`config.mk`:
```
export PLATFORM = sky130hd
export DESIGN_NAME = tmr_rear_if
export DESIGN_NICKNAME = d
export VERILOG_FILES = /design/src/tmr_pkg.sv /design/src/tmr_fifo.sv /design/src/tmr_rear_if.sv /design/src/tmr_ref_div.sv
export SDC_FILE = /design/constraint.sdc
export NUM_CORES = 1
export LEC_CHECK = 0
export ABC_CLOCK_PERIOD_IN_PS = 3700
export BUFFER_PORTS_ARGS = -buffer_cell sky130_fd_sc_hd__buf_4
export CORE_ASPECT_RATIO = 0.7
export CORE_MARGIN = 2
export CORE_UTILIZATION = 40
export CTS_BUF_LIST = sky130_fd_sc_hd__clkbuf_8
export CTS_CLUSTER_DIAMETER = 200
export DETAILED_ROUTE_END_ITERATION = 8
export PLACE_DENSITY = 0.7
export SLEW_MARGIN = 20
export SYNTH_ARGS = -nofsm -noshare
export SYNTH_HDL_FRONTEND = slang
export SYNTH_SLANG_ARGS = --single-unit
```
`constraint.sdc`:
```
create_clock -name mclk_i -period 3.7 [get_ports mclk_i]
set_clock_uncertainty 0.05 [all_clocks]
set_input_delay 0.37 -clock mclk_i [delete_from_list [all_inputs] [get_ports mclk_i]]
set_output_delay 0.37 -clock mclk_i [all_outputs]
set_load 0.01 [all_outputs]
```
`src/tmr_pkg.sv`:
```
// ==========================================================
// time-mark rear interface shared definitions
package tmr_pkg;

    // ==========================================================
    // register map (byte addresses)
    localparam logic [7:0] TMR_REG_CTRL = 8'h00;
    localparam logic [7:0] TMR_REG_DATA = 8'h04;
    localparam logic [7:0] TMR_REG_STAT = 8'h08;

    // ==========================================================
    // control field positions and reset value
    localparam int TMR_CTRL_EXT_BIT = 0;
    localparam int TMR_CTRL_FREQ_LSB = 1;
    localparam int TMR_CTRL_CLKOUT_BIT = 3;
    localparam int TMR_CTRL_MARK_EN_BIT = 4;
    localparam int TMR_CTRL_MARK_SEL_LSB = 8;
    localparam logic [31:0] TMR_CTRL_RESET = 32'h0000_0000;

    // ==========================================================
    // data word and status field positions
    localparam int TMR_DATA_SLOW_BIT = 16;
    localparam int TMR_STAT_EMPTY_BIT = 0;
    localparam int TMR_STAT_FULL_BIT = 1;
    localparam int TMR_STAT_BUSY_BIT = 2;
    localparam int TMR_STAT_SLOW_BIT = 3;
    localparam int TMR_STAT_IDX_LSB = 4;
    localparam int TMR_STAT_CNT_LSB = 8;

    // ==========================================================
    // sizes
    localparam int TMR_NUM_DIGITS = 4;
    localparam int TMR_FIFO_DEPTH = 8;
    localparam int TMR_DIV_5 = 5;
    localparam int TMR_DIV_10 = 10;

    // ==========================================================
    // timing
    localparam int TMR_CLK_PERIOD_NS = 10;
    localparam int TMR_DATA_GOOD_NS = 8000000;
    localparam int TMR_DATA_GOOD_CYC = TMR_DATA_GOOD_NS / TMR_CLK_PERIOD_NS;
    localparam int TMR_TB_PERIOD_NS = 1000;
    localparam int TMR_TB_CYC = TMR_TB_PERIOD_NS / TMR_CLK_PERIOD_NS;
    localparam int TMR_CLK_OUT_HIGH_CYC = TMR_TB_CYC / 2;

    // ==========================================================
    // types
    typedef enum logic [1:0] {
        TMR_F1,
        TMR_F5,
        TMR_F10
    } tmr_freq_e;

    typedef enum logic [1:0] {
        TMR_ST_IDLE,
        TMR_ST_SETUP,
        TMR_ST_STROBE
    } tmr_state_e;

    typedef struct packed {
        logic [3:0] mark_sel;
        logic mark_en;
        logic clk_out_en;
        tmr_freq_e freq;
        logic ext_sel;
    } tmr_ctrl_s;

    typedef struct packed {
        logic slow;
        logic [TMR_NUM_DIGITS-1:0][3:0] digits;
    } tmr_entry_s;

    // marker interval in timebase ticks (microseconds), 5 s down to 2 ms
    function automatic logic [22:0] tmr_marker_us(input logic [3:0] sel);
        logic [22:0] us;
        unique case (sel)
            4'h0: us = 23'd5000000;
            4'h1: us = 23'd2000000;
            4'h2: us = 23'd1000000;
            4'h3: us = 23'd500000;
            4'h4: us = 23'd200000;
            4'h5: us = 23'd100000;
            4'h6: us = 23'd50000;
            4'h7: us = 23'd20000;
            4'h8: us = 23'd10000;
            4'h9: us = 23'd5000;
            default: us = 23'd2000;
        endcase
        return us;
    endfunction : tmr_marker_us

endpackage : tmr_pkg

```
`src/tmr_fifo.sv`:
```
`timescale 1ns/1ps
`default_nettype none
// ==========================================================
// synchronous fifo, valid/ready on both sides
module tmr_fifo #(
    parameter int WIDTH = 17,
    parameter int DEPTH = 8
) (
    input wire logic mclk_i,
    input wire logic sys_rst_i,
    input wire logic [WIDTH-1:0] wr_data_i,
    input wire logic wr_valid_i,
    output logic wr_ready_o,
    output logic [WIDTH-1:0] rd_data_o,
    output logic rd_valid_o,
    input wire logic rd_ready_i,
    output logic [$clog2(DEPTH+1)-1:0] count_o
);
    localparam int AW = $clog2(DEPTH);
    localparam int CW = $clog2(DEPTH+1);

    logic [WIDTH-1:0] mem_q [DEPTH];
    logic [AW-1:0] wptr_q;
    logic [AW-1:0] rptr_q;
    logic [CW-1:0] cnt_q;
    wire push = wr_valid_i && wr_ready_o;
    wire pop = rd_valid_o && rd_ready_i;

    assign wr_ready_o = (cnt_q != CW'(DEPTH));
    assign rd_valid_o = (cnt_q != '0);
    assign rd_data_o = mem_q[rptr_q];
    assign count_o = cnt_q;

    always_ff @(posedge mclk_i) begin
        if (push) begin
            mem_q[wptr_q] <= wr_data_i;
        end
    end

    always_ff @(posedge mclk_i) begin
        if (sys_rst_i) begin
            wptr_q <= '0;
            rptr_q <= '0;
            cnt_q <= '0;
        end else begin
            if (push) begin
                wptr_q <= (wptr_q == AW'(DEPTH-1)) ? '0 : AW'(wptr_q + 1'b1);
            end
            if (pop) begin
                rptr_q <= (rptr_q == AW'(DEPTH-1)) ? '0 : AW'(rptr_q + 1'b1);
            end
            cnt_q <= CW'(cnt_q + CW'(push) - CW'(pop));
        end
    end
endmodule : tmr_fifo
`default_nettype wire

```
`src/tmr_rear_if.sv`:
```
// Contract
// RL1 - buffered 1 MHz timebase on rear output while clock-out strap is set
// RL2 - marker pulses on rear output, intervals 5 s down to 2 ms
// RL3 - eight digit lines: low and high groups, each weighted 8 4 2 1
// RL4 - error count delivered one decimal digit per update
// RL5 - digit lines positive-true, high is one
// RL6 - rate line high for slow, low for fast
// RL7 - positive data-valid strobe at each counter update
// RL8 - data-valid strobe stays high about 8 ms
// RL9 - external 1, 5 or 10 MHz reference may replace internal clock
// RL10 - 5 or 10 MHz reference divided down to 1 MHz by straps
// RL11 - 1 MHz reference used directly, straps still select external path
// RL12 - digit lines stable whole time strobe is high
//
// Chosen here: the AHB-Lite interface to the registers and the register offsets.
`timescale 1ns/1ps
`default_nettype none
module tmr_rear_if
    import tmr_pkg::*;
#(
    parameter int DATA_GOOD_CYC = TMR_DATA_GOOD_CYC
) (
    input wire logic mclk_i,
    input wire logic sys_rst_i,
    // ahb-lite slave
    input wire logic hsel_i,
    input wire logic [31:0] haddr_i,
    input wire logic [1:0] htrans_i,
    input wire logic hwrite_i,
    input wire logic [2:0] hsize_i,
    input wire logic [31:0] hwdata_i,
    input wire logic hready_i,
    output logic hreadyout_o,
    output logic hresp_o,
    output logic [31:0] hrdata_o,
    // rear pins
    input wire logic ext_ref_i,
    output logic [3:0] low_digit_group_o,
    output logic [3:0] high_digit_group_o,
    output logic rate_slow_o,
    output logic data_good_o,
    output logic clk_out_o,
    output logic marker_o
);
    localparam int FW = $bits(tmr_entry_s);
    localparam int CW = $clog2(TMR_FIFO_DEPTH + 1);

    // ==========================================================
    // ahb-lite slave
    logic pend_q;
    logic wr_q;
    logic [7:0] addr_q;
    logic hreadyout_q;
    logic [31:0] hrdata_q;
    logic [31:0] ctrl_q;

    wire take = hsel_i && htrans_i[1] && hready_i;
    wire sel_ctrl = (addr_q == TMR_REG_CTRL);
    wire sel_data = (addr_q == TMR_REG_DATA);
    wire sel_stat = (addr_q == TMR_REG_STAT);
    wire fifo_wr_ready;
    // a push into a full fifo stalls the data phase
    wire stall = pend_q && wr_q && sel_data && !fifo_wr_ready;
    wire finish = pend_q && !stall;
    wire ctrl_we = finish && wr_q && sel_ctrl;
    wire data_we = pend_q && wr_q && sel_data;

    // ==========================================================
    // control fields
    tmr_ctrl_s ctrl;
    assign ctrl.ext_sel = ctrl_q[TMR_CTRL_EXT_BIT];
    assign ctrl.freq = tmr_freq_e'(ctrl_q[TMR_CTRL_FREQ_LSB +: 2]);
    assign ctrl.clk_out_en = ctrl_q[TMR_CTRL_CLKOUT_BIT];
    assign ctrl.mark_en = ctrl_q[TMR_CTRL_MARK_EN_BIT];
    assign ctrl.mark_sel = ctrl_q[TMR_CTRL_MARK_SEL_LSB +: 4];
    wire [31:0] ctrl_mask = (32'h1 << TMR_CTRL_EXT_BIT) | (32'h3 << TMR_CTRL_FREQ_LSB)
                          | (32'h1 << TMR_CTRL_CLKOUT_BIT) | (32'h1 << TMR_CTRL_MARK_EN_BIT)
                          | (32'hf << TMR_CTRL_MARK_SEL_LSB);

    always_ff @(posedge mclk_i) begin
        if (sys_rst_i) begin
            pend_q <= 1'b0;
            wr_q <= 1'b0;
            addr_q <= '0;
        end else if (take) begin
            pend_q <= 1'b1;
            wr_q <= hwrite_i;
            addr_q <= haddr_i[7:0];
        end else if (finish) begin
            pend_q <= 1'b0;
        end
    end

    always_ff @(posedge mclk_i) begin
        if (sys_rst_i) begin
            hreadyout_q <= 1'b1;
        end else if (take) begin
            hreadyout_q <= 1'b0;
        end else if (finish) begin
            hreadyout_q <= 1'b1;
        end
    end

    always_ff @(posedge mclk_i) begin
        if (sys_rst_i) begin
            ctrl_q <= TMR_CTRL_RESET;
        end else if (ctrl_we) begin
            ctrl_q <= hwdata_i & ctrl_mask; // source selection straps [RL9] [RL11]
        end
    end

    // ==========================================================
    // fifo in the data path
    tmr_entry_s fifo_out;
    logic fifo_rd_valid;
    logic fifo_rd_ready;
    logic [CW-1:0] fifo_cnt;
    wire tmr_entry_s fifo_in = tmr_entry_s'({hwdata_i[TMR_DATA_SLOW_BIT], hwdata_i[15:0]});

    tmr_fifo #(
        .WIDTH(FW),
        .DEPTH(TMR_FIFO_DEPTH)
    ) u_fifo (
        .mclk_i(mclk_i),
        .sys_rst_i(sys_rst_i),
        .wr_data_i(fifo_in),
        .wr_valid_i(data_we),
        .wr_ready_o(fifo_wr_ready),
        .rd_data_o(fifo_out),
        .rd_valid_o(fifo_rd_valid),
        .rd_ready_i(fifo_rd_ready),
        .count_o(fifo_cnt)
    );

    // ==========================================================
    // digit presenter
    tmr_state_e state_q;
    tmr_entry_s cur_q;
    logic [1:0] idx_q;
    logic [19:0] good_cnt_q;
    logic [3:0] low_q;
    logic [3:0] high_q;
    logic slow_q;
    logic good_q;

    wire idle = (state_q == TMR_ST_IDLE);
    wire good_done = (state_q == TMR_ST_STROBE) && (good_cnt_q == 20'(DATA_GOOD_CYC - 1));
    wire last_digit = (idx_q == 2'(TMR_NUM_DIGITS - 1));
    wire [1:0] next_idx = 2'(idx_q + 1'b1);
    assign fifo_rd_ready = idle;
    wire load_new = idle && fifo_rd_valid;

    always_ff @(posedge mclk_i) begin
        if (sys_rst_i) begin
            state_q <= TMR_ST_IDLE;
        end else begin
            unique case (state_q)
                TMR_ST_IDLE: begin
                    if (fifo_rd_valid) begin
                        state_q <= TMR_ST_SETUP;
                    end
                end
                TMR_ST_SETUP: begin
                    state_q <= TMR_ST_STROBE;
                end
                TMR_ST_STROBE: begin
                    if (good_done) begin
                        state_q <= last_digit ? TMR_ST_IDLE : TMR_ST_SETUP;
                    end
                end
            endcase
        end
    end

    always_ff @(posedge mclk_i) begin
        if (sys_rst_i) begin
            cur_q <= '0;
            idx_q <= '0;
            slow_q <= 1'b0;
        end else if (load_new) begin
            cur_q <= fifo_out;
            idx_q <= '0;
            slow_q <= fifo_out.slow; // high while slow indication shown [RL6]
        end else if (good_done && !last_digit) begin
            idx_q <= next_idx; // next digit of the count [RL4]
        end
    end

    // digits change only while strobe is low [RL12]
    always_ff @(posedge mclk_i) begin
        if (sys_rst_i) begin
            low_q <= '0;
            high_q <= '0;
        end else if (load_new) begin
            low_q <= fifo_out.digits[0]; // positive-true 8421 [RL3] [RL5]
            high_q <= 4'h0;
        end else if (good_done && !last_digit) begin
            low_q <= cur_q.digits[next_idx]; // one digit per update [RL4]
            high_q <= {2'b00, next_idx}; // high group names the digit position [RL3]
        end
    end

    always_ff @(posedge mclk_i) begin
        if (sys_rst_i) begin
            good_q <= 1'b0;
            good_cnt_q <= '0;
        end else if (state_q == TMR_ST_SETUP) begin
            good_q <= 1'b1; // positive strobe per update [RL7]
            good_cnt_q <= '0;
        end else if (good_done) begin
            good_q <= 1'b0; // held for the display time [RL8]
        end else if (good_q) begin
            good_cnt_q <= 20'(good_cnt_q + 1'b1);
        end
    end

    // ==========================================================
    // external reference and timebase
    logic [2:0] ref_sync_q;
    logic tick;
    wire ref_edge = ref_sync_q[1] && !ref_sync_q[2];

    always_ff @(posedge mclk_i) begin
        if (sys_rst_i) begin
            ref_sync_q <= '0;
        end else begin
            ref_sync_q <= {ref_sync_q[1:0], ext_ref_i}; // external reference input [RL9]
        end
    end

    tmr_ref_div u_div (
        .mclk_i(mclk_i),
        .sys_rst_i(sys_rst_i),
        .ext_sel_i(ctrl.ext_sel),
        .freq_i(ctrl.freq),
        .ref_edge_i(ref_edge),
        .tick_o(tick)
    );

    // ==========================================================
    // buffered timebase output
    logic [6:0] hi_cnt_q;
    logic clk_out_q;

    always_ff @(posedge mclk_i) begin
        if (sys_rst_i) begin
            hi_cnt_q <= '0;
            clk_out_q <= 1'b0;
        end else if (tick) begin
            hi_cnt_q <= '0;
            clk_out_q <= ctrl.clk_out_en; // gated by the clock-out strap [RL1]
        end else if (hi_cnt_q == 7'(TMR_CLK_OUT_HIGH_CYC - 1)) begin
            clk_out_q <= 1'b0;
        end else begin
            hi_cnt_q <= 7'(hi_cnt_q + 1'b1);
            if (!ctrl.clk_out_en) begin
                clk_out_q <= 1'b0;
            end
        end
    end

    // ==========================================================
    // marker pulse train
    logic [22:0] mark_cnt_q;
    logic marker_q;
    wire [22:0] mark_period = tmr_marker_us(ctrl.mark_sel);
    wire mark_wrap = tick && (mark_cnt_q >= mark_period - 23'h1);

    always_ff @(posedge mclk_i) begin
        if (sys_rst_i) begin
            mark_cnt_q <= '0;
            marker_q <= 1'b0;
        end else if (!ctrl.mark_en) begin
            mark_cnt_q <= '0;
            marker_q <= 1'b0;
        end else if (tick) begin
            mark_cnt_q <= mark_wrap ? '0 : 23'(mark_cnt_q + 1'b1);
            marker_q <= mark_wrap; // one timebase period per marker [RL2]
        end
    end

    // ==========================================================
    // read data
    wire [31:0] stat_word = (32'(fifo_cnt) << TMR_STAT_CNT_LSB)
                          | (32'(idx_q) << TMR_STAT_IDX_LSB)
                          | (32'(slow_q) << TMR_STAT_SLOW_BIT)
                          | (32'(!idle) << TMR_STAT_BUSY_BIT)
                          | (32'(!fifo_wr_ready) << TMR_STAT_FULL_BIT)
                          | (32'(!fifo_rd_valid) << TMR_STAT_EMPTY_BIT);
    wire [31:0] rd_word = sel_ctrl ? ctrl_q : sel_stat ? stat_word : 32'h0000_0000;

    always_ff @(posedge mclk_i) begin
        if (sys_rst_i) begin
            hrdata_q <= '0;
        end else if (finish && !wr_q) begin
            hrdata_q <= rd_word;
        end
    end

    assign hreadyout_o = hreadyout_q;
    assign hresp_o = 1'b0;
    assign hrdata_o = hrdata_q;
    assign low_digit_group_o = low_q;
    assign high_digit_group_o = high_q;
    assign rate_slow_o = slow_q;
    assign data_good_o = good_q;
    assign clk_out_o = clk_out_q;
    assign marker_o = marker_q;
endmodule : tmr_rear_if
`default_nettype wire

```
`src/tmr_ref_div.sv`:
```
`timescale 1ns/1ps
`default_nettype none
// ==========================================================
// 1 us timebase tick from the internal clock or the external reference
module tmr_ref_div
    import tmr_pkg::*;
(
    input wire logic mclk_i,
    input wire logic sys_rst_i,
    input wire logic ext_sel_i,
    input wire tmr_freq_e freq_i,
    input wire logic ref_edge_i,
    output logic tick_o
);
    logic [6:0] int_cnt_q;
    logic [3:0] ext_cnt_q;
    logic tick_q;

    wire int_wrap = (int_cnt_q == 7'(TMR_TB_CYC - 1));
    wire [3:0] ratio = (freq_i == TMR_F10) ? 4'(TMR_DIV_10) :
                       (freq_i == TMR_F5) ? 4'(TMR_DIV_5) : 4'h1;
    wire ext_wrap = ref_edge_i && (ext_cnt_q == ratio - 4'h1);
    wire tick_d = ext_sel_i ? ext_wrap : int_wrap;

    assign tick_o = tick_q;

    always_ff @(posedge mclk_i) begin
        if (sys_rst_i) begin
            int_cnt_q <= '0;
            ext_cnt_q <= '0;
            tick_q <= 1'b0;
        end else begin
            int_cnt_q <= int_wrap ? '0 : 7'(int_cnt_q + 1'b1);
            if (ext_wrap || !ext_sel_i) begin
                ext_cnt_q <= '0; // divide by 5 or 10, bypass at 1 MHz [RL10] [RL11]
            end else if (ref_edge_i) begin
                ext_cnt_q <= ext_cnt_q + 4'h1;
            end
            tick_q <= tick_d;
        end
    end
endmodule : tmr_ref_div
`default_nettype wire
```
==> results.txt <==
CP Cell Sequence -> nor4_2, nand2b_1, nor3_1, buf_4, nand3b_1, xor2_1, ha_1, nand4_1, nor4_2, o311ai_1, a31oi_1, buf_4, nor3_1
final wirelength -> 27,200 um
Final GP Congestion -> 0.819
CTS sink count -> 290
DRT antenna net count -> 0
PD cells -> 527 mW/mm2
Placed Area -> 0.0136 mm2
number of fill cells in the layout -> 2,776
leading cell types by count after synthesis -> 154 x dfxtp_1, 136 x edfxtp_1, 86 x nor2_1
Post-route DRC -> 0
Area Overhead vs Synth -> 16.3%
CP max stage cell -> nor4_2
die area -> 0.0330 mm2
CP required -> 4.05 ns
count leader, synth -> dfxtp_1
io pins -> 121
FF+latch count, synth -> 290
hold crit path type -> in2reg
Post-CTS Setup Inserts -> 0
Crit Path Class -> reg2reg
Finished Layout Cells -> 1,613
placed cells -> 1,510
YS warnings -> 0
vias in the first global route -> 8,056
Seq/Total Area, Yosys -> 56.8%
combinational cell fraction of total power -> 16.9%
Synth async-reset ratio -> 0%
Synth area leaders -> edfxtp_1 32%, dfxtp_1 24%, mux4_2 6.8%
Relative slew margins -> 30.4%
Crit path buffers/inverters -> 2
die width -> 216 um
top-area cell type share of the netlist area -> 32.4%
worst slew pin tran -> 1.04 ns
Rows -> 54
vias per cell -> 5.19
nets@finish -> 1,279
final setup fails -> 0
sequential power share -> 48.1%
share of layout cells above drive strength 1 -> 18.5%
Multi-input gate area -> 0.00511 mm2
drt pass-1 iters -> 5
Core ar. -> 0.0311 mm2
Sw Share -> 27.5%
Max Cap Viol -> 0
leakage -> 0.00511 uW
antenna violations before repair -> 2
syn avg cell area -> 12.1 um2
register area -> 0.00717 mm2
Final Cycle Share -> 91.5%
Reg clk slew, reported paths -> 0.06 ns
Top FF cell, synth -> dfxtp_1
DP Wirelength -> 18,300 um
post-route minimum period -> 3.39 ns
crit-path leading delay family -> simple AND/OR/NAND/NOR gates
largest net degree at the start of global routing -> 49
crit-path max FO -> 13
slowest cell delay on critical path -> 0.37 ns
Max Clock Freq -> 295 MHz
RSZ-0062 raised after global routing -> false
clock buffer depth -> 3
top cell type by total area after synthesis -> edfxtp_1
H-tree Lvls -> 2
first-pass GRT wire length -> 43,100 um
power share of the clock group -> 35.0%
clock root buffer -> clkbuf_8
Yosys cell types -> 71
port buffer count -> 52
Overflow after GRT -> 0
Clk Latency, worst-skew pair -> 0.56 ns
TritonCTS clock tree -> built
GRT Util Overall -> 16.3%
crit path capture type -> flip-flop
P_sw -> 2130 uW
internal power -> 5600 uW
Post-synth EDFFs -> 136
Worst setup SP type -> flip-flop
TritonCTS buffer count -> 46
Synth Instances -> 1,047
Initial Utilization -> 40.6%
outcome -> completed
post-synthesis cell area -> 0.0126 mm2
post-route cell area -> 0.0147 mm2
initial DRC count -> 727
Routed wire per std cell -> 16.9 um
Max VDD drop -> 322 uV
max-slew violations -> 0
Hold Vio Cnt, Final -> 0
via count -> 8,370
die height -> 153 um
Worst EP arrival -> 3.74 ns
Fin Setup TNS -> 0 ns
## cell usage in the layout (no fill, tap or decap), types with 28 or more instances in the layout
master / synthesis / layout
mux4_2: 38 / 38
nand3_1: 34 / 34
nand2_1: 66 / 66
nor2_1: 86 / 86
ha_1: 46 / 46
buf_4: 26 / 87
a21oi_1: 57 / 57
edfxtp_1: 136 / 136
inv_1: 25 / 37
dfxtp_1: 154 / 153
xnor2_1: 36 / 36
mux2i_1: 28 / 28
nor3_1: 46 / 42
clkbuf_8: 0 / 56
## area by class of cell
class,count,share of cell area [%]
clock inverter,27,1.05
tap,420,3.58
antenna,1,0.0170
inverter,28,0.741
sequential,290,48.8
timing repair buffer,106,5.74
clock buffer,56,5.25
multi-input combinational,685,34.8
## what timing repair did
action | CTS | global route
setup endpoints to repair | 0 | 20
gates resized for setup | 0 | 2
hold buffers | 19 | 0
endpoints found under the hold margin | 106 | 0
## state kept, by name, summed over array words and instances (netlist names), 4 cells and up, named ones only
signal and cells:
mark_period 18, hi_cnt_q 7, good_cnt_q 20, cur_q 16, ctrl_q 9, low_digit_group_o 4, u_fifo.count_o 4, u_div.int_cnt_q 7
u_fifo.mem_q 136, hrdata_o 10, addr_q 8, u_div.ext_cnt_q 4, mark_cnt_q 23
## logic make-up (layout without fill, tap and decap cells)
family	count (synthesis)	count (layout)	share of synthesized area, %
AO/OA/AOI/OAI	142	142	7.14
XOR/XNOR	60	60	4.16
adder cells (fa/ha/maj)	47	47	4.72
buffers and inverters	96	217	3.76
flip-flops	290	290	56.8
multiplexers	69	69	9.36
other	1	26	0.0297
AND/OR/NAND/NOR	342	342	14.1
## worst register-to-register path, stage by stage, from the launching register on
cell and delay (ns):
dfxtp_1 0.36, nor4_2 0.37, nand2b_1 0.18, nor3_1 0.22, buf_4 0.17, nand3b_1 0.09
xor2_1 0.17, ha_1 0.31, nand4_1 0.17, nor4_2 0.37, o311ai_1 0.18, a31oi_1 0.26
buf_4 0.24, nor3_1 0.08
## path summary, 6_finish.rpt
kind / slack (ns) / to / startpoint / cells after the start
setup reg to reg: 0.31 / mark_cnt_q[22]$_SDFFE_PP0P_ / mark_period[7]$_DFF_P_ / 13
setup / recovery: 0.31 / mark_cnt_q[22]$_SDFFE_PP0P_ / mark_period[7]$_DFF_P_ / 13
hold reg to reg: 0.39 / ref_sync_q[1]$_SDFF_PP0_ / ref_sync_q[0]$_SDFF_PP0_ / 1
hold / removal: 0.03 / addr_q[7]$_SDFFE_PP0P_ / haddr_i[7] / 3
## power groups by stage
stage / registers (uW) / logic [uW] / clock network, uW
6_report: 3720 / 1310 / 2700
5_1_grt: 3740 / 1450 / 2920
4_1_cts: 3720 / 1320 / 2770
3_5_place_dp: 3790 / 1290 / 0
3_3_place_gp: 3780 / 1250 / 0
2_1_floorplan: 3670 / 1040 / 0
## per-stage QoR
stage / utilization (%) / setup WS, ns / hold WS (ns) / total power (uW)
after global placement: 43.6 / 0.345 / 0.375 / 5040
after detailed placement: 43.6 / 0.275 / 0.373 / 5080
final: 47.2 / 0.315 / 0.0322 / 7730
after global routing: 47.2 / 0.00656 / 0.0136 / 8110
after floorplan: - / 0.115 / 0.363 / 4710
after CTS: 47.2 / 0.206 / 0.00176 / 7800
## per-layer routing
metal | global-route usage, % | share of wire (%) | wire, um | up-vias
met5 | 0 | 0.048 | 13 | -
met4 | 4.66 | 1.8 | 495 | 2
met3 | 3.41 | 6.1 | 1670 | 41
met2 | 24.1 | 43 | 11800 | 222
met1 | 24.2 | 49 | 13300 | 4047
li1 | - | - | - | 4058
Note: power is estimated with default switching activity, not from simulation.
